**config.mk**
```make
export PLATFORM = sky130hd
export DESIGN_NAME = device_state_control_regs
export DESIGN_NICKNAME = d
export VERILOG_FILES = /design/src/rtl/dev_state_pkg.sv /design/src/rtl/seq_if.sv /design/src/rtl/device_state_control_regs.sv /design/src/rtl/slot_sequencer.sv
export SDC_FILE = /design/constraint.sdc
export NUM_CORES = 1
export LEC_CHECK = 0
export ABC_AREA = 0
export BUFFER_PORTS_ARGS = -buffer_cell sky130_fd_sc_hd__buf_2
export CORE_AREA = 10 10 116 118
export CTS_CLUSTER_SIZE = 20
export DETAILED_ROUTE_END_ITERATION = 10
export DIE_AREA = 0 0 126 128
export RECOVER_POWER = 50
export SLEW_MARGIN = 10
export SYNTH_ARGS = -nofsm -noshare
export SYNTH_HDL_FRONTEND = slang
export SYNTH_SLANG_ARGS = --single-unit
export TNS_END_PERCENT = 30
```
**constraint.sdc**
```tcl
create_clock -name clk_sys -period 4.7 [get_ports clk_sys]
set_input_delay 0.47 -clock clk_sys [delete_from_list [all_inputs] [get_ports clk_sys]]
set_output_delay 0.47 -clock clk_sys [all_outputs]
set_load 0.03 [all_outputs]
```
**src/rtl/dev_state_pkg.sv**
```systemverilog
// constants shared by the device state control registers and the slot sequencer
`default_nettype none
package dev_state_pkg;
  localparam logic [7:0] ADDR_DEV_CTRL     = 8'h3F;
  localparam logic [7:0] ADDR_DEV_CTRL_TWO = 8'h40;
  localparam logic [7:0] ADDR_CORE_A_OP    = 8'h22;
  localparam logic [7:0] ADDR_CORE_A_SLP   = 8'h23;
  localparam logic [7:0] ADDR_CORE_B_OP    = 8'h24;
  localparam logic [7:0] ADDR_CORE_B_SLP   = 8'h25;
  localparam logic [7:0] ADDR_EXT_BUCK_OP  = 8'h26;
  localparam logic [7:0] ADDR_EXT_BUCK_SLP = 8'h27;
  // first control register fields
  localparam int BIT_ORDERED_SHUTDOWN = 7;
  localparam int BIT_CAL_POWERDOWN    = 6;
  localparam int BIT_SLOW_CLK_SEL     = 5;
  localparam int BIT_SCALING_PORT     = 4;
  localparam int BIT_OFF_CORE_RESET   = 3;
  localparam int BIT_STAY_ON          = 2;
  localparam int BIT_SLEEP_ALLOW      = 1;
  localparam int BIT_SWITCH_OFF       = 0;
  // second control register fields
  localparam int BIT_SLEEP_LEVEL_EN   = 6;
  localparam int BIT_SLOT_HI          = 5;
  localparam int BIT_SLOT_LO          = 4;
  localparam int BIT_SLEEP_PIN_POL    = 3;
  localparam int BIT_HOLD_SHUTDOWN    = 2;
  localparam int BIT_HOLD_CORE_RESET  = 1;
  localparam int BIT_IRQ_POL          = 0;
  localparam logic [7:0] DEV_CTRL_RST     = 8'h10;
  localparam logic [7:0] DEV_CTRL_TWO_RST = 8'h34;
  localparam logic [7:0] DEV_CTRL_TWO_MASK = 8'h7F;
  localparam int NUM_RES = 4;
  // timing
  localparam int CLK_PERIOD_NS   = 20;
  localparam int SLOT_200US_NS   = 200000;
  localparam int SLOT_500US_NS   = 500000;
  localparam int SLOT_2MS_NS     = 2000000;
  localparam int LONG_PRESS_NS   = 8000000;
  localparam int SLOT_200US_CYC  = SLOT_200US_NS / CLK_PERIOD_NS;
  localparam int SLOT_500US_CYC  = SLOT_500US_NS / CLK_PERIOD_NS;
  localparam int SLOT_2MS_CYC    = SLOT_2MS_NS / CLK_PERIOD_NS;
  localparam int LONG_PRESS_CYC  = (LONG_PRESS_NS + CLK_PERIOD_NS - 1) / CLK_PERIOD_NS;
  localparam int SLOT_CNT_W      = 17;
  localparam int PRESS_CNT_W     = 19;
endpackage
`default_nettype wire

```
**src/rtl/seq_if.sv**
```systemverilog
// handshake between the device state logic and the slot sequencer
`default_nettype none
interface seq_if;
  logic       start_up;
  logic       start_down;
  logic       ordered;
  logic [1:0] slot_sel;
  logic [3:0] res_en;
  logic       done;
  modport ctrl (output start_up, output start_down, output ordered, output slot_sel,
                input res_en, input done);
  modport seq  (input start_up, input start_down, input ordered, input slot_sel,
                output res_en, output done);
endinterface
`default_nettype wire

```
**src/rtl/device_state_control_regs.sv**
```systemverilog
// device state control registers with power state, button and pin handling
`default_nettype none
module device_state_control_regs
  import dev_state_pkg::*;
#(
  parameter int SLOT_A     = SLOT_200US_CYC,
  parameter int SLOT_B     = SLOT_500US_CYC,
  parameter int SLOT_C     = SLOT_2MS_CYC,
  parameter int LONG_PRESS = LONG_PRESS_CYC
) (
  // clock and reset
  input  wire logic       clk_sys,
  input  wire logic       rst_n,
  // register port
  input  wire logic [7:0] reg_addr,
  input  wire logic [7:0] reg_wdata,
  input  wire logic       reg_wr,
  input  wire logic       reg_rd,
  output logic      [7:0] reg_rdata,
  // boot configuration and backup entry
  input  wire logic       boot_load,
  input  wire logic       boot_stay_on,
  input  wire logic [1:0] boot_slot_duration,
  input  wire logic       boot_hold_shutdown_en,
  input  wire logic       boot_hold_core_reset_en,
  input  wire logic       boot_irq_pol,
  input  wire logic       backup_rst,
  // device events
  input  wire logic       power_on_event,
  input  wire logic       ext_off_event,
  input  wire logic       irq_req,
  // pins
  input  wire logic       sleep_pin,
  input  wire logic       power_button_pin,
  output logic            irq_out_pin,
  // serial port scaling access
  input  wire logic [7:0] ctl_port_addr,
  input  wire logic [7:0] scale_port_addr,
  output logic            ctl_scale_grant,
  output logic            scale_port_grant,
  // controls to the rest of the device
  output logic      [3:0] res_en,
  output logic            core_rst_pulse,
  output logic            cal_clk_en,
  output logic            cal_rst,
  output logic            slow_clk_rc_sel,
  output logic            buck_use_sleep_level,
  output logic      [1:0] dev_state
);
  typedef enum logic [2:0] {st_off, st_up, st_active, st_sleep, st_down} pwr_state_e;

  function automatic logic is_scaling_reg(input logic [7:0] a);
    is_scaling_reg = (a == ADDR_CORE_A_OP) || (a == ADDR_CORE_A_SLP)
                  || (a == ADDR_CORE_B_OP) || (a == ADDR_CORE_B_SLP)
                  || (a == ADDR_EXT_BUCK_OP) || (a == ADDR_EXT_BUCK_SLP);
  endfunction

  pwr_state_e             state_r;
  pwr_state_e             state_nxt;
  logic [7:0]             ctrl_r;
  logic [7:0]             ctrl2_r;
  logic [7:0]             rdata_r;
  logic [1:0]             slp_sync_r;
  logic [1:0]             btn_sync_r;
  logic [PRESS_CNT_W-1:0] press_cnt_r;
  logic                   press_done_r;
  logic                   lp_hit;
  logic                   irq_r;
  logic                   core_rst_r;
  logic                   rst_pending_r;
  logic                   cal_clk_en_r;
  logic                   cal_rst_r;
  logic                   ctl_grant_r;
  logic                   scale_grant_r;
  logic                   wr_ctrl;
  logic                   wr_ctrl2;
  logic                   sleep_req;
  logic                   off_bits;
  logic                   in_off;
  logic                   shutdown_evt;
  seq_if                  sq ();

  assign wr_ctrl  = reg_wr && reg_addr == ADDR_DEV_CTRL;
  assign wr_ctrl2 = reg_wr && reg_addr == ADDR_DEV_CTRL_TWO;
  assign off_bits = ctrl_r[BIT_SWITCH_OFF] | ctrl_r[BIT_OFF_CORE_RESET];
  assign in_off   = state_r == st_off;

  // first control register; hardware clear in off loses to a same-cycle write
  always_ff @(posedge clk_sys or negedge rst_n) begin
    if (!rst_n) begin
      ctrl_r <= DEV_CTRL_RST;
    end else if (boot_load) begin
      ctrl_r[BIT_STAY_ON] <= boot_stay_on;
    end else if (backup_rst) begin
      ctrl_r <= (DEV_CTRL_RST & ~(8'h01 << BIT_CAL_POWERDOWN))
              | (ctrl_r & (8'h01 << BIT_CAL_POWERDOWN));
    end else if (wr_ctrl) begin
      ctrl_r <= reg_wdata;
    end else if (in_off) begin
      ctrl_r[BIT_SWITCH_OFF]     <= 1'b0;
      ctrl_r[BIT_OFF_CORE_RESET] <= 1'b0;
      ctrl_r[BIT_SLEEP_ALLOW]    <= 1'b0;
    end
  end

  // second control register, bit 7 reserved and read as zero
  always_ff @(posedge clk_sys or negedge rst_n) begin
    if (!rst_n) begin
      ctrl2_r <= DEV_CTRL_TWO_RST;
    end else if (boot_load) begin
      ctrl2_r[BIT_SLOT_HI:BIT_SLOT_LO] <= boot_slot_duration;
      ctrl2_r[BIT_HOLD_SHUTDOWN]       <= boot_hold_shutdown_en;
      ctrl2_r[BIT_HOLD_CORE_RESET]     <= boot_hold_core_reset_en;
      ctrl2_r[BIT_IRQ_POL]             <= boot_irq_pol;
    end else if (backup_rst) begin
      ctrl2_r <= DEV_CTRL_TWO_RST;
    end else if (wr_ctrl2) begin
      ctrl2_r <= reg_wdata & DEV_CTRL_TWO_MASK;
    end
  end

  always_ff @(posedge clk_sys or negedge rst_n) begin
    if (!rst_n) begin
      rdata_r <= '0;
    end else if (reg_rd) begin
      case (reg_addr)
        ADDR_DEV_CTRL:     rdata_r <= ctrl_r;
        ADDR_DEV_CTRL_TWO: rdata_r <= ctrl2_r;
        default:           rdata_r <= '0;
      endcase
    end else begin
      rdata_r <= '0;
    end
  end
  assign reg_rdata = rdata_r;

  // pins pass two flops before use
  always_ff @(posedge clk_sys or negedge rst_n) begin
    if (!rst_n) begin
      slp_sync_r <= '0;
      btn_sync_r <= 2'h3;
    end else begin
      slp_sync_r <= {slp_sync_r[0], sleep_pin};
      btn_sync_r <= {btn_sync_r[0], power_button_pin};
    end
  end

  assign sleep_req = ctrl2_r[BIT_SLEEP_PIN_POL] ? slp_sync_r[1] : ~slp_sync_r[1];

  // long press: button low for the full count, one hit per press
  always_ff @(posedge clk_sys or negedge rst_n) begin
    if (!rst_n) begin
      press_cnt_r  <= '0;
      press_done_r <= 1'b0;
    end else if (btn_sync_r[1]) begin
      press_cnt_r  <= '0;
      press_done_r <= 1'b0;
    end else if (lp_hit) begin
      press_done_r <= 1'b1;
    end else if (!press_done_r) begin
      press_cnt_r <= press_cnt_r + 1'b1;
    end
  end
  assign lp_hit = !btn_sync_r[1] && !press_done_r
               && press_cnt_r == PRESS_CNT_W'(LONG_PRESS - 1);

  // stay-on masks only ext_off_event; off bits and a long-press shutdown are never masked
  assign shutdown_evt = off_bits
                      || (lp_hit && ctrl2_r[BIT_HOLD_SHUTDOWN])
                      || (ext_off_event && !ctrl_r[BIT_STAY_ON]);

  always_comb begin
    state_nxt = state_r;
    case (state_r)
      st_off:    if (power_on_event) state_nxt = st_up;
      st_up:     if (sq.done) state_nxt = st_active;
      st_active: begin
        if (shutdown_evt) begin
          state_nxt = st_down;
        end else if (ctrl_r[BIT_SLEEP_ALLOW] && sleep_req) begin
          state_nxt = st_sleep;
        end
      end
      st_sleep: begin
        if (shutdown_evt) begin
          state_nxt = st_down;
        end else if (!ctrl_r[BIT_SLEEP_ALLOW] || !sleep_req) begin
          state_nxt = st_active;
        end
      end
      st_down:   if (sq.done) state_nxt = st_off;
      default:   state_nxt = st_off;
    endcase
  end

  always_ff @(posedge clk_sys or negedge rst_n) begin
    if (!rst_n) begin
      state_r <= st_off;
    end else begin
      state_r <= state_nxt;
    end
  end

  assign sq.start_up   = in_off && power_on_event;
  assign sq.start_down = (state_r == st_active || state_r == st_sleep) && shutdown_evt;
  assign sq.ordered    = ctrl_r[BIT_ORDERED_SHUTDOWN];
  assign sq.slot_sel   = ctrl2_r[BIT_SLOT_HI:BIT_SLOT_LO];

  slot_sequencer #(
    .SLOT_A (SLOT_A),
    .SLOT_B (SLOT_B),
    .SLOT_C (SLOT_C)
  ) u_seq (
    .clk_sys (clk_sys),
    .rst_n   (rst_n),
    .sq      (sq)
  );

  // core reset fires when the off state is reached after an off-with-reset
  always_ff @(posedge clk_sys or negedge rst_n) begin
    if (!rst_n) begin
      rst_pending_r <= 1'b0;
      core_rst_r    <= 1'b0;
    end else begin
      core_rst_r <= 1'b0;
      if (sq.start_down) begin
        rst_pending_r <= ctrl_r[BIT_OFF_CORE_RESET];
      end
      if (state_r == st_down && sq.done && rst_pending_r) begin
        core_rst_r    <= 1'b1;
        rst_pending_r <= 1'b0;
      end else if (in_off && lp_hit && ctrl2_r[BIT_HOLD_CORE_RESET]) begin
        core_rst_r <= 1'b1;
      end
    end
  end

  // registered pin and control outputs
  always_ff @(posedge clk_sys or negedge rst_n) begin
    if (!rst_n) begin
      irq_r         <= 1'b1;
      cal_clk_en_r  <= 1'b1;
      cal_rst_r     <= 1'b0;
      ctl_grant_r   <= 1'b0;
      scale_grant_r <= 1'b0;
    end else begin
      irq_r         <= ctrl2_r[BIT_IRQ_POL] ? irq_req : ~irq_req;
      cal_clk_en_r  <= ~ctrl_r[BIT_CAL_POWERDOWN];
      cal_rst_r     <= ctrl_r[BIT_CAL_POWERDOWN];
      ctl_grant_r   <= ctrl_r[BIT_SCALING_PORT] && is_scaling_reg(ctl_port_addr);
      scale_grant_r <= !ctrl_r[BIT_SCALING_PORT] && is_scaling_reg(scale_port_addr);
    end
  end

  assign irq_out_pin          = irq_r;
  assign cal_clk_en           = cal_clk_en_r;
  assign cal_rst              = cal_rst_r;
  assign ctl_scale_grant      = ctl_grant_r;
  assign scale_port_grant     = scale_grant_r;
  assign core_rst_pulse       = core_rst_r;
  assign res_en               = sq.res_en;
  assign slow_clk_rc_sel      = ctrl_r[BIT_SLOW_CLK_SEL];
  // converter picks its sleep-voltage register only in sleep; value must be nonzero
  assign buck_use_sleep_level = ctrl2_r[BIT_SLEEP_LEVEL_EN] && state_r == st_sleep;
  assign dev_state = (state_r == st_off) ? 2'h0 : (state_r == st_sleep) ? 2'h2 :
                     (state_r == st_active) ? 2'h1 : 2'h3;
endmodule
`default_nettype wire

```
**src/rtl/slot_sequencer.sv**
```systemverilog
// walks the power resources on, or off when ordered, one time slot at a time; unordered off clears all at once
`default_nettype none
module slot_sequencer
  import dev_state_pkg::*;
#(
  parameter int SLOT_A = SLOT_200US_CYC,
  parameter int SLOT_B = SLOT_500US_CYC,
  parameter int SLOT_C = SLOT_2MS_CYC
) (
  // clock and reset
  input  wire logic clk_sys,
  input  wire logic rst_n,
  // control side
  seq_if.seq        sq
);
  logic [SLOT_CNT_W-1:0] cnt_r;
  logic [1:0]            idx_r;
  logic                  busy_r;
  logic                  up_r;
  logic [3:0]            res_r;
  logic                  done_r;
  logic [SLOT_CNT_W-1:0] slot_len;

  always_comb begin
    case (sq.slot_sel)
      2'h0:    slot_len = '0;
      2'h1:    slot_len = SLOT_CNT_W'(SLOT_A - 1);
      2'h2:    slot_len = SLOT_CNT_W'(SLOT_B - 1);
      default: slot_len = SLOT_CNT_W'(SLOT_C - 1);
    endcase
  end

  always_ff @(posedge clk_sys or negedge rst_n) begin
    if (!rst_n) begin
      cnt_r  <= '0;
      idx_r  <= '0;
      busy_r <= 1'b0;
      up_r   <= 1'b0;
      res_r  <= '0;
      done_r <= 1'b0;
    end else begin
      done_r <= 1'b0;
      if (sq.start_up) begin
        busy_r <= 1'b1;
        up_r   <= 1'b1;
        idx_r  <= '0;
        cnt_r  <= slot_len;
      end else if (sq.start_down && !sq.ordered) begin
        res_r  <= '0;
        busy_r <= 1'b0;
        done_r <= 1'b1;
      end else if (sq.start_down) begin
        busy_r <= 1'b1;
        up_r   <= 1'b0;
        idx_r  <= 2'(NUM_RES - 1);
        cnt_r  <= slot_len;
      end else if (busy_r) begin
        if (cnt_r != '0) begin
          cnt_r <= cnt_r - 1'b1;
        end else begin
          res_r[idx_r] <= up_r;
          cnt_r        <= slot_len;
          if ((up_r && idx_r == 2'(NUM_RES - 1)) || (!up_r && idx_r == 2'h0)) begin
            busy_r <= 1'b0;
            done_r <= 1'b1;
          end else if (up_r) begin
            idx_r <= idx_r + 1'b1;
          end else begin
            idx_r <= idx_r - 1'b1;
          end
        end
      end
    end
  end

  assign sq.res_en = res_r;
  assign sq.done   = done_r;
endmodule
`default_nettype wire

```
* Word level (Yosys, flattened, before mapping) *
Cells that the tools add are included.

operators by class
  $add $sub $neg = 4
  $lt $le $gt $ge = 2
  eq/ne operators = 34
  mux-type cells = 71
  bitwise operators = 7
  reduce and logical (&&, ||, !) cells = 67

operators with widths
  operator                 count
  $eq A8 B6 Y1 const B     13
  $mux W17                 5
  $mux W19                 3
  $pmux W17 S3             1
  $mux W8                  4
  $mux W1                  28
  $mux W2                  13
  $mux W3                  8
  $logic_and A1 B1 Y1      20
  $mux W4                  5
  $add A19 B1 Y19 const B  1
  $eq A19 B19 Y1 const B   1
  $reduce_bool A17 Y1      1
  $sub A17 B1 Y17 const B  1
  $pmux W8 S2              1
  $logic_or A1 B1 Y1       15
  $pmux W3 S5              1
  $reduce_and A2 Y1        6
  $reduce_bool A2 Y1       6
  $reduce_bool A3 Y1       4
  $ne A2 B2 Y1 const B     5
  $eq A8 B7 Y1 const B     1
  $logic_not A1 Y1         8
  $reduce_and A4 Y1        2
  other kinds (20)         32

storage, ports and cells
  register bits after elaboration = 84
  input port bits = 49
  logic and storage cells = 210

* Longest topological paths before layout *
Gate-level depths: netlist of run 1.

  depth after elaboration = 10
  gate-level depth with buffers = 10
  depth with buffers taken out = 8

* By module *
Synthesis of run 1 repeated with hierarchy kept, for this count alone.

second synthesis, totals
  cell total of the unflattened synthesis = 485
  area, all modules = 4644.5 µm²

by module, submodules not included
  module                     instances  cells each  area each (µm²)
  device_state_control_regs  1          281         2885.3
  slot_sequencer             1          204         1759.2

* Worst setup path after synthesis of run 1 *
OpenSTA, ideal clock, no wires.

  path kind = register to register
  start = register u_seq.cnt_r[2]
  end = register u_seq.cnt_r[11]
  setup time = 121 ps
  arrival = 2081 ps
  slack = 2498 ps
  stages on the path, launching flop included = 7
  path buffers = 1
  path through = dfrtp_1 or4_4 or3_4 or3_1 buf_2 a21o_1 a22o_1

on the way
  cells in the longest elaborated chain, start to end = 6

RTL lines
  item                                                    RTL line                                    source
  start: declaration                                      slot_sequencer.sv:16                        logic [SLOT_CNT_W-1:0] cnt_r;
  start signal: assignment                                slot_sequencer.sv:47                        cnt_r <= slot_len;
  start signal: assignment                                slot_sequencer.sv:56                        cnt_r <= slot_len;
  start signal: assignment                                slot_sequencer.sv:59                        cnt_r <= cnt_r - 1'b1;
  $sub A17 B1 Y17 or $reduce_bool A17 Y1 (tied branches)  slot_sequencer.sv:59, slot_sequencer.sv:58
  $mux W17 *                                              slot_sequencer.sv:58                        if (cnt_r != '0) begin
  $mux W17 *                                              slot_sequencer.sv:57                        end else if (busy_r) begin
  $mux W17 *                                              slot_sequencer.sv:52                        end else if (sq.start_down) begin
  $mux W17 *                                              slot_sequencer.sv:48                        end else if (sq.start_down && !sq.ordered) begin
  $mux W17 *                                              slot_sequencer.sv:43                        if (sq.start_up) begin

Mark *: on every way between the ends. The rest lies on a longest branch, timed or not. The select of a mux whose other input is x is not followed.
A chain may end at the register's enable or synchronous reset.

* Worst setup path in the final report of run 1 *
  start = register btn_sync_r[1]
  end = register u_seq.cnt_r[7]

on the way
  cells in the longest elaborated chain, start to end = 10

RTL lines
  item                                             RTL line                                    source
  start: declaration                               device_state_control_regs.sv:64             logic [1:0] btn_sync_r;
  start signal: assignment                         device_state_control_regs.sv:144            btn_sync_r <= {btn_sync_r[0], power_button_pin};
  $logic_not A1 Y1 *                               device_state_control_regs.sv:164            assign lp_hit = !btn_sync_r[1] && !press_done_r
  $logic_and A1 B1 Y1 *                            device_state_control_regs.sv:164
  $logic_and A1 B1 Y1 *                            device_state_control_regs.sv:165            && press_cnt_r == PRESS_CNT_W'(LONG_PRESS - 1);
  $logic_and A1 B1 Y1 *                            device_state_control_regs.sv:169            || (lp_hit && ctrl2_r[BIT_HOLD_SHUTDOWN])
  $logic_or A1 B1 Y1 *                             device_state_control_regs.sv:169
  $logic_or A1 B1 Y1 *                             device_state_control_regs.sv:170            || (ext_off_event && !ctrl_r[BIT_STAY_ON]);
  $logic_and A1 B1 Y1 *                            device_state_control_regs.sv:205            assign sq.start_down = (state_r == st_active || state_r == st_sleep) && shutdown_evt;
  $mux W17 or $logic_and A1 B1 Y1 (tied branches)  slot_sequencer.sv:52, slot_sequencer.sv:48
  $mux W17 or $ne A2 B2 Y1 (tied branches)         -
  $mux W17 or $reduce_and A2 Y1 (tied branches)    -

Marks and branches as above.

==> key figures, run 1 <==
Outcome
  • Status: finished clean

Synth
  • Unique masters post-synth: 62
  • Area share of the largest cell type after synthesis: 0.432
  • Adder-Cell Fraction of Synth Area: 0.0173
  • Synth Area in Simple Gates: 0.232
  • Main synth FF type: dfrtp_1
  • Async SR Flop Fraction: 1.00
  • XOR/XNOR Fraction of Synth Area: 0.0303
  • Synth Area in Compound Gates: 0.161
  • Ys Warns: 0
  • Main combinational cell family by area after synthesis: simple AND/OR/NAND/NOR gates
  • Syn avg cell area: 9.67 µm²
  • Sequential element share of the synthesized area: 0.481
  • Post-Syn Nets: 504
  • Number of enable flip-flop cells after synthesis: 0
  • Post-synth top area cell: dfrtp_1
  • Post-Syn Area: between 4000 and 5000 µm²
  • Synth area leaders: dfrtp_1 (43%), dfstp_2 (4.8%), nand2_1 (4.1%), nor2_1 (3.8%), o21ai_0 (3.8%)
  • Cells after Synth: 449
  • Number of synthesized register bits: 83
  • Post-synthesis mux area share: 0.0409

Critical path
  • Most used cell, CP: o31ai_1
  • Crit. Startpoint: btn_sync_r[1]
  • WP data required: 4.93 ns
  • Critical Path Max Stage Delay: around 0.76 ns
  • WP buf/inv: 1
  • Critical path type: flop to flop
  • Crit path max fanout: 21
  • Crit. End Element: flop
  • Crit-path slowest cell: dfstp_2
  • Crit path max-delay family: simple AND/OR/NAND/NOR gates
  • FF-to-FF Start: btn_sync_r[1]
  • CP Data Arrival Time: between 2 and 3 ns
  • Worst setup SP type: flop
  • Crit-path cells: nor4b_1, nand2_1, o31ai_1, buf_4, nor2_1, o31ai_1, a32o_1

Routing
  • Post-DRT Antenna Nets: 0
  • Via-per-instance ratio: ~5.4
  • Routed wire length: 10300 µm
  • Vias post-DR: 3551
  • Drt wl/cell: 15.7 µm
  • Initial drt markers: 394
  • First-pass detailed-route iteration total: 5
  • DRC Markers: 0

STA
  • Worst-margin pin slew: 1.48 ns
  • Final period util: 0.586
  • Clk_skew: approximately 0.0080 ns
  • RSZ-0062 raised after global routing: no
  • Max Transition Viols Final: 0
  • Fmax: 363 MHz
  • Slew HR: 0.0163
  • Crit path time final: 2.76 ns
  • Hold Fails Final Rpt: 0
  • Setup TNS Final: 0 ns
  • Final setup viols: 0

Pwr
  • Pwr Density: 416 nW/µm²
  • Pint: roughly 0.0015 W
  • Switching share of power: 0.303
  • Clock share of power: 0.346
  • Leak Pwr: 2.37 nW
  • Power, Total: around 0.0021 W
  • Flop pwr share: 0.448
  • Logic pwr share: 0.206
  • Peak VDD IR: between 0.2 and 0.3 mV
  • P_sw: 0.000641 W

Clock tree
  • Worst skew pair latency: 0.34 ns
  • Hold-fix buffers, CTS: 0
  • Post-CTS sizing: 0
  • Clock slew at reported path FFs: 0.06 ns
  • CTS sink count: 83
  • Post-CTS setup buffer count: 0
  • Clock root buffer: clkbuf_16
  • Maximum buffer depth of the clock tree: 2
  • CTS tree: done
  • CTS buffer count: 9
  • Htree depth: 3

Global routing
  • All-Layer GR Usage: 0.128
  • Global-route wire length before repair: 17400 µm
  • Grt ovf: 0
  • Initial antenna violation count: 0
  • Largest net degree at the start of global routing: 58
  • Vias in the first global route: 3494

Placed design
  • # port buffers: 68
  • Post-DP Area: 4780 µm²
  • Final HPWL DP: about 7500 µm
  • RePlAce Congestion: 0.805
  • Placed Cells: 643

Worst hold path
  • Hold_sp: power_button_pin
  • Min-Delay Path Class: primary input to flop

Die
  • Die span in y: 128 µm
  • Core Rows: 39
  • Ports: slightly above 70
  • Initial Util: 0.387
  • Die Wd: 126 µm
  • Die Area: approximately 16000 µm²
  • Area of the core: 11200 µm²

Final layout
  • # nets final: roughly 570
  • Finished Layout Cells: 659
  • Most common cell after layout, fill and taps aside: dfrtp_1
  • Most frequent cells in the layout: dfrtp_1 (75), buf_2 (66), nand2_1 (47)
  • Antenna Cells: 0
  • Share of cells above drive strength 1: 0.219
  • Syn-to-layout area delta: 17.2%
  • Post-route cell area: 5090 µm²

Job
  • Max_cap viols: 0
final timing paths:
check | endpoint | slack, ns | depth (start not counted)
max | u_seq.cnt_r[7] | 1.94 | 7
min | btn_sync_r[0] | 0.23 | 1
max reg2reg | u_seq.cnt_r[7] | 1.94 | 7
min reg2reg | btn_sync_r[1] | 0.36 | 0
max in group asynchronous | reg_rdata[6] | 2.18 | 2
min in group asynchronous | u_seq.cnt_r[16] | 0.48 | 1
kinds of logic after synthesis:
| logic type | after synthesis |
|---|---|
| AND/OR/NAND/NOR | 187 |
| AO/OA/AOI/OAI | 105 |
| buffers and inverters | 36 |
| flip-flops | 83 |
| multiplexers | 17 |
| adder cells (fa/ha/maj) | 6 |
| XOR/XNOR | 15 |
synthesized netlist by cell type, types with 10 or more instances:
library cell  number
xnor2_1           14
nand3_1           11
mux2i_1           14
nor2b_1           10
a21oi_1           13
a22oi_1           11
clkbuf_1          10
inv_1             15
dfrtp_1           75
nor3_1            13
nor2_1            44
nand2_1           47
o21ai_0           33
layout make-up:
cell class | instances | area, µm²
Clock buffer | 12 | 267
Clock inverter | 4 | 47.5
Fill cell | 1085 | 6140
Inverter | 15 | 56.3
Multi-Input combinational cell | 330 | 2090
Sequential cell | 83 | 2090
Tap cell | 143 | 179
Timing Repair Buffer | 72 | 362
flip-flops by register name, summed over array words and instances (netlist names):
name              flops
btn_sync_r            2
cal_clk_en            1
u_seq.sq.done         1
ctl_scale_grant       1
press_cnt_r          19
reg_rdata             8
u_seq.busy_r          1
u_seq.sq.res_en       4
u_seq.up_r            1
cal_rst               1
irq_out_pin           1
ctrl_r                8
scale_port_grant      1
rst_pending_r         1
ctrl2_r               7
state_r               3
core_rst_pulse        1
u_seq.idx_r           2
press_done_r          1
u_seq.cnt_r          17
slp_sync_r            2
power by group through the flow:
stage	clock [W]	combinational (W)	sequential (W)
after floorplan	0	0.000342	0.000925
after global placement	0	0.000427	0.000953
after detailed placement	0	0.000441	0.000955
after CTS	0.000751	0.000441	0.000943
after global routing	0.000778	0.000495	0.000966
final	0.000731	0.000437	0.000948
stage by stage:
step            util  worst slack, ns  hold WS [ns]
3_5_place_dp   0.426             1.97         0.350
2_1_floorplan      -             2.50         0.174
5_1_grt        0.453             1.60         0.221
3_3_place_gp   0.426             2.02         0.335
6_report       0.453             1.94         0.228
4_1_cts        0.454             1.96        0.0485
per-layer routing:
metal  global-route usage  routed length, µm  vias up
met5                    0                  0        -
met4               0.0462                156        0
met3               0.0289                346       13
met2                0.200               5030       60
li1                     -                  -     1749
met1                0.169               4800     1729
worst reg2reg max path, stage by stage, from the launching register on:
cell	delay [ns]
dfstp_2	0.76
nor4b_1	0.10
nand2_1	0.21
o31ai_1	0.12
buf_4	0.20
nor2_1	0.77
o31ai_1	0.18
a32o_1	0.31
Power figures use the tool's default switching activity.
==> inputs of run 2 (changes only) <==
- clock period: 4.7 -> 2.5 ns (I/O delays scaled with it)
==> run 2 against run 1 <==
Effect of this change:
- first-iteration DRC count decreased by 43%
- clock power increased by 89%
- sequential power rose by 87%
- total power increased by 90%
- core utilization is 0.82 points higher
- die area stayed put
==> key figures, run 2 (same netlist as run 1, synthesis figures left out) <==
Outcome
  • Status: finished clean

Critical path
  • FF-to-FF Start: u_seq.cnt_r[2]
  • Critical path type: flop to flop
  • R2R Setup Slk: ~0.17 ns
  • R2R Path End: u_seq.cnt_r[11]
  • WP data required: 2.72 ns
  • CP Capture Point: u_seq.cnt_r[11]
  • Worst setup SP type: flop
  • CP Data Arrival Time: 2.55 ns
  • Crit. End Element: flop
  • Crit path max fanout: 6
  • Crit. Startpoint: u_seq.cnt_r[2]
  • R2R depth: 5

Routing
  • Routed wire length: 10900 µm
  • Drt wl/cell: around 16 µm
  • Post-DRT Antenna Nets: 0
  • Vias post-DR: 3631
  • First-pass detailed-route iteration total: 4
  • DRC Markers: 0
  • Initial drt markers: 223
  • Via-per-instance ratio: ~5.4

Placed design
  • Final HPWL DP: 8000 µm
  • Post-DP Area: 4900 µm²
  • Placed Cells: 658
  • RePlAce Congestion: 0.854
  • # port buffers: approximately 70

STA
  • Hold Fails Final Rpt: 0
  • Crit path time final: approximately 2.3 ns
  • Setup TNS Final: 0 ns
  • Max Transition Viols Final: 0
  • Fmax: 430 MHz
  • Slew HR: 0.166
  • Clk_skew: 0.00704 ns
  • Worst-margin pin slew: about 1.3 ns
  • Final setup viols: 0
  • Final period util: 0.931
  • RSZ-0062 raised after global routing: no

Die
  • Core Rows: 39
  • Die Area: between 15000 and 20000 µm²
  • Die Wd: 126 µm
  • Initial Util: 0.387
  • Ports: between 70 and 80
  • Area of the core: 11200 µm²
  • Die span in y: 128 µm

Final layout
  • Post-route cell area: 5180 µm²
  • Largest register FFs: 19
  • Largest register by flop count: press_cnt_r
  • # nets final: ~580
  • Final Core Density: 0.462
  • Most frequent cells in the layout: dfrtp_1 (75), nand2_1 (47), buf_2 (46)
  • Antenna Cells: 0
  • Most common cell after layout, fill and taps aside: dfrtp_1
  • Syn-to-layout area delta: 19.3%
  • Top Registers: press_cnt_r (19), u_seq.cnt_r (17)
  • Share of cells above drive strength 1: 0.199
  • Finished Layout Cells: 675

Worst hold path
  • Worst hold path cell count: 1
  • Min-Delay Path Class: primary input to flop

Clock tree
  • Htree depth: 3
  • Clock root buffer: clkbuf_16
  • Post-CTS setup buffer count: 0
  • CTS sink count: 83
  • Worst skew pair latency: about 0.34 ns
  • CTS tree: done
  • CTS buffer count: 9
  • Maximum buffer depth of the clock tree: 2
  • Clock slew at reported path FFs: 0.06 ns

Pwr
  • Pwr Density: 777 nW/µm²
  • Leak Pwr: about 2.4 nW
  • Peak VDD IR: 0.626 mV

Job
  • Max_cap viols: 0

Global routing
  • Initial antenna violation count: 0
  • All-Layer GR Usage: 0.133
  • Largest net degree at the start of global routing: 49
  • Grt ovf: 0
  • Global-route wire length before repair: between 15000 and 20000 µm
  • Vias in the first global route: 3601
run 2: routing by layer:
layer,vias to the layer above,track usage,wire [µm]
li1,1778,-,-
met3,11,0.0318,430
met2,67,0.216,5410
met5,-,0,0
met1,1775,0.170,4880
met4,0,0.0422,138
run 2: worst min-delay path by stage:
stage | endpoint | startpoint | slack [ns]
after floorplan | cal_rst | rst_n | -0.05
after global placement | u_seq.cnt_r[12] | rst_n | 0.31
after detailed placement | u_seq.cnt_r[13] | rst_n | 0.32
after CTS | btn_sync_r[0] | power_button_pin | 0.005
after global routing | slp_sync_r[0] | sleep_pin | 0.009
final | btn_sync_r[0] | power_button_pin | 0.02
run 2: timing repair:
item / CTS / global route
endpoints found under the hold margin: 42 / 0
resized for setup: 0 / 1
setup endpoints to repair: 0 / 2
hold buffers: 1 / 0
run 2: cell type report:
| class | count | area [µm²] |
|---|---|---|
| well taps | 143 | 179 |
| clock inverters | 3 | 45.0 |
| clock buffers | 13 | 270 |
| multi-input cells | 330 | 2090 |
| inverters | 15 | 56.3 |
| flip-flops and latches | 83 | 2090 |
| fillers | 1097 | 6040 |
| repair buffers | 88 | 457 |
run 2: report_power, final:
group / internal [W] / switching [W]
clock: 0.000856 / 0.000522
sequential: 0.00154 / 0.000230
combinational: 0.000413 / 0.000463
run 2: worst max-delay path: stages (launching register included):
cell and delay (ns):
dfrtp_1 0.42, or4_4 0.54, or3_4 0.37, or3_1 0.45, a21o_1 0.22, a22o_1 0.21
run 2: stage by stage:
stage	setup slack, ns	hold slack [ns]	total power (W)
floorplan	0.298	-0.0456	0.00238
global placement	0.201	0.309	0.00264
detailed placement	0.168	0.318	0.00268
CTS	0.164	0.00531	0.00407
global route	0.0259	0.00866	0.00426
finish	0.172	0.0159	0.00402
==> inputs of run 3 (changes only) <==
==> constraint.sdc (replaced) <==
create_clock -name clk_sys -period 2.5 [get_ports clk_sys]
set_input_delay 0.125 -clock clk_sys [delete_from_list [all_inputs] [get_ports clk_sys]]
set_output_delay 0.125 -clock clk_sys [all_outputs]
set_load 0.03 [all_outputs]
==> run 3 against run 2 <==
Effect of this change:
- design area up 1.1%
- global-route usage increased by 0.34 points
- clock-buffer cell count down 1
- setup slack worse by 0.023 ns
- clock skew is 0.00076 ns higher
- via count is 1.3% higher
- sequential share of layout area decreased by 0.42 points
- core utilization is 0.49 points higher
- non-clock buffer count rose by 8
- sequential power is essentially flat
- total power down 1.6%
- largest cell class unchanged
- highest routed layer unchanged
==> key figures, run 3 (same netlist as run 1, synthesis figures left out) <==
Final layout
  • Largest register FFs: 19
  • Top Registers: press_cnt_r (19), u_seq.cnt_r (17)
  • Most frequent cells in the layout: dfrtp_1 (75), buf_2 (49), nand2_1 (47)
  • Share of cells above drive strength 1: 0.200
  • Syn-to-layout area delta: 20.6%
  • # nets final: 590
  • Most common cell after layout, fill and taps aside: dfrtp_1
  • Largest register by flop count: press_cnt_r
  • Antenna Cells: 0

STA
  • Final setup viols: 0
  • Hold Fails Final Rpt: 0
  • Hold Worst Slack: 0.00889 ns
  • Crit path time final: ~2.4 ns
  • Max Transition Viols Final: 0
  • Final period util: 0.940
  • Setup TNS Final: 0 ns
  • Worst-margin pin slew: about 1.4 ns
  • Clk_skew: slightly below 0.008 ns
  • Fmax: 425 MHz
  • RSZ-0062 raised after global routing: no
  • Slew HR: 0.0857

Critical path
  • Critical path type: flop to flop
  • R2R depth: 7
  • WP data required: 2.72 ns
  • R2R Setup Slk: 0.15 ns
  • Crit path max fanout: 11
  • R2R Path End: u_seq.cnt_r[11]
  • FF-to-FF Start: press_cnt_r[0]
  • Crit. End Element: flop
  • CP Data Arrival Time: 2.57 ns
  • Worst setup SP type: flop

Pwr
  • Leak Pwr: 2.39 nW
  • Power, Total: 0.00396 W
  • Peak VDD IR: 0.455 mV
  • Pwr Density: 756 nW/µm²

Outcome
  • Status: finished clean

Global routing
  • Global-route wire length before repair: ~18000 µm
  • Grt ovf: 0
  • All-Layer GR Usage: 0.136
  • Vias in the first global route: 3799
  • Initial antenna violation count: 0
  • Largest net degree at the start of global routing: 54

Routing
  • Routed wire length: ~11000 µm
  • WL met2: 5530 µm
  • First-pass detailed-route iteration total: 5
  • Drt wl/cell: 16.2 µm
  • DRC Markers: 0
  • Post-DRT Antenna Nets: 0
  • Initial drt markers: about 280
  • Metal3 WL: 454 µm
  • Vias post-DR: 3677
  • M1 WL: 4920 µm
  • Highest metal used: met4
  • Via-per-instance ratio: 5.38

Clock tree
  • Clock root buffer: clkbuf_16
  • Maximum buffer depth of the clock tree: 2
  • Worst skew pair latency: 0.34 ns
  • CTS sink count: 83
  • CTS buffer count: 9
  • Htree depth: 3
  • CTS tree: done
  • Clock slew at reported path FFs: around 0.060 ns
  • Post-CTS sizing: 0

Worst hold path
  • Worst hold path cell count: 3
  • Hold Crit Endpoint: ctrl2_r[5]
  • Hold_sp: boot_slot_duration[1]
  • Min-Delay Path Class: primary input to flop

Placed design
  • Final HPWL DP: 7870 µm
  • RePlAce Congestion: 0.842
  • # port buffers: 68

Die
  • Die Area: 16100 µm²
  • Ports: 71
  • Initial Util: 0.387
  • Core Rows: 39
  • Area of the core: 11200 µm²
  • Die Wd: around 130 µm
  • Die span in y: 128 µm

Job
  • Max_cap viols: 0
## run 3: cell types whose count changed in the layout (fill, tap and decap cells not counted), sizes merged
cell and delta:
dlygate4sd3 +7, buf +5, clkbuf -5, clkinv +2, clkinvlp -1
## run 3: through the flow
stage	area (µm²)	cells	utilization	setup slack, ns
3_5_place_dp	4890	656	0.436	0.177
3_3_place_gp	4890	656	0.436	0.215
6_report	5240	683	0.466	0.149
2_1_floorplan	4340	449	-	0.298
5_1_grt	5240	683	0.466	0.000625
4_1_cts	5260	680	0.469	0.149
## run 3: critical path, cell delays in order, from the launching register on
cell      delay (ns)
dfrtp_1         0.40
ha_1            0.18
and3_1          0.24
nand4b_4        0.16
o31a_1          0.43
mux2_4          0.41
a21o_1          0.17
a22o_1          0.22
## run 3: routing by layer
| metal | global-route usage | up-vias |
|---|---|---|
| met5 | 0 | - |
| met4 | 0.0429 | 0 |
| met3 | 0.0343 | 13 |
| met2 | 0.227 | 84 |
| met1 | 0.169 | 1795 |
| li1 | - | 1785 |
## run 3: worst max path at each step
stage	slack, ns	start	depth (start not counted)	endpoint
final	0.15	press_cnt_r[0]	7	u_seq.cnt_r[11]
after global routing	0.0006	rst_n	3	ctrl2_r[0]
after CTS	0.15	press_cnt_r[0]	7	u_seq.cnt_r[11]
after detailed placement	0.18	press_cnt_r[0]	7	u_seq.cnt_r[11]
after global placement	0.21	press_cnt_r[0]	7	u_seq.cnt_r[11]
after floorplan	0.30	u_seq.cnt_r[2]	6	u_seq.cnt_r[11]
## run 3: where the power goes
part	switching [W]	leakage (nW)	internal, W
clock	0.000529	0.137	0.000775
combinational	0.000463	1.19	0.000418
sequential	0.000233	1.07	0.00154
total	0.00123	2.39	0.00273
## run 3: area by class of cell
cell class	instances	area (µm²)
clock buffer	12	236
clock inverter	4	51.3
fill	1088	5990
inverter	15	56.3
multi-input combinational	330	2080
sequential	83	2090
tap	143	179
timing repair buffer	96	542
## run 3: what timing repair did
action	4_1_cts	5_1_grt
buffers inserted	0	3
setup endpoints to repair	0	1
hold buffers	8	0
hold endpoints to repair	54	0
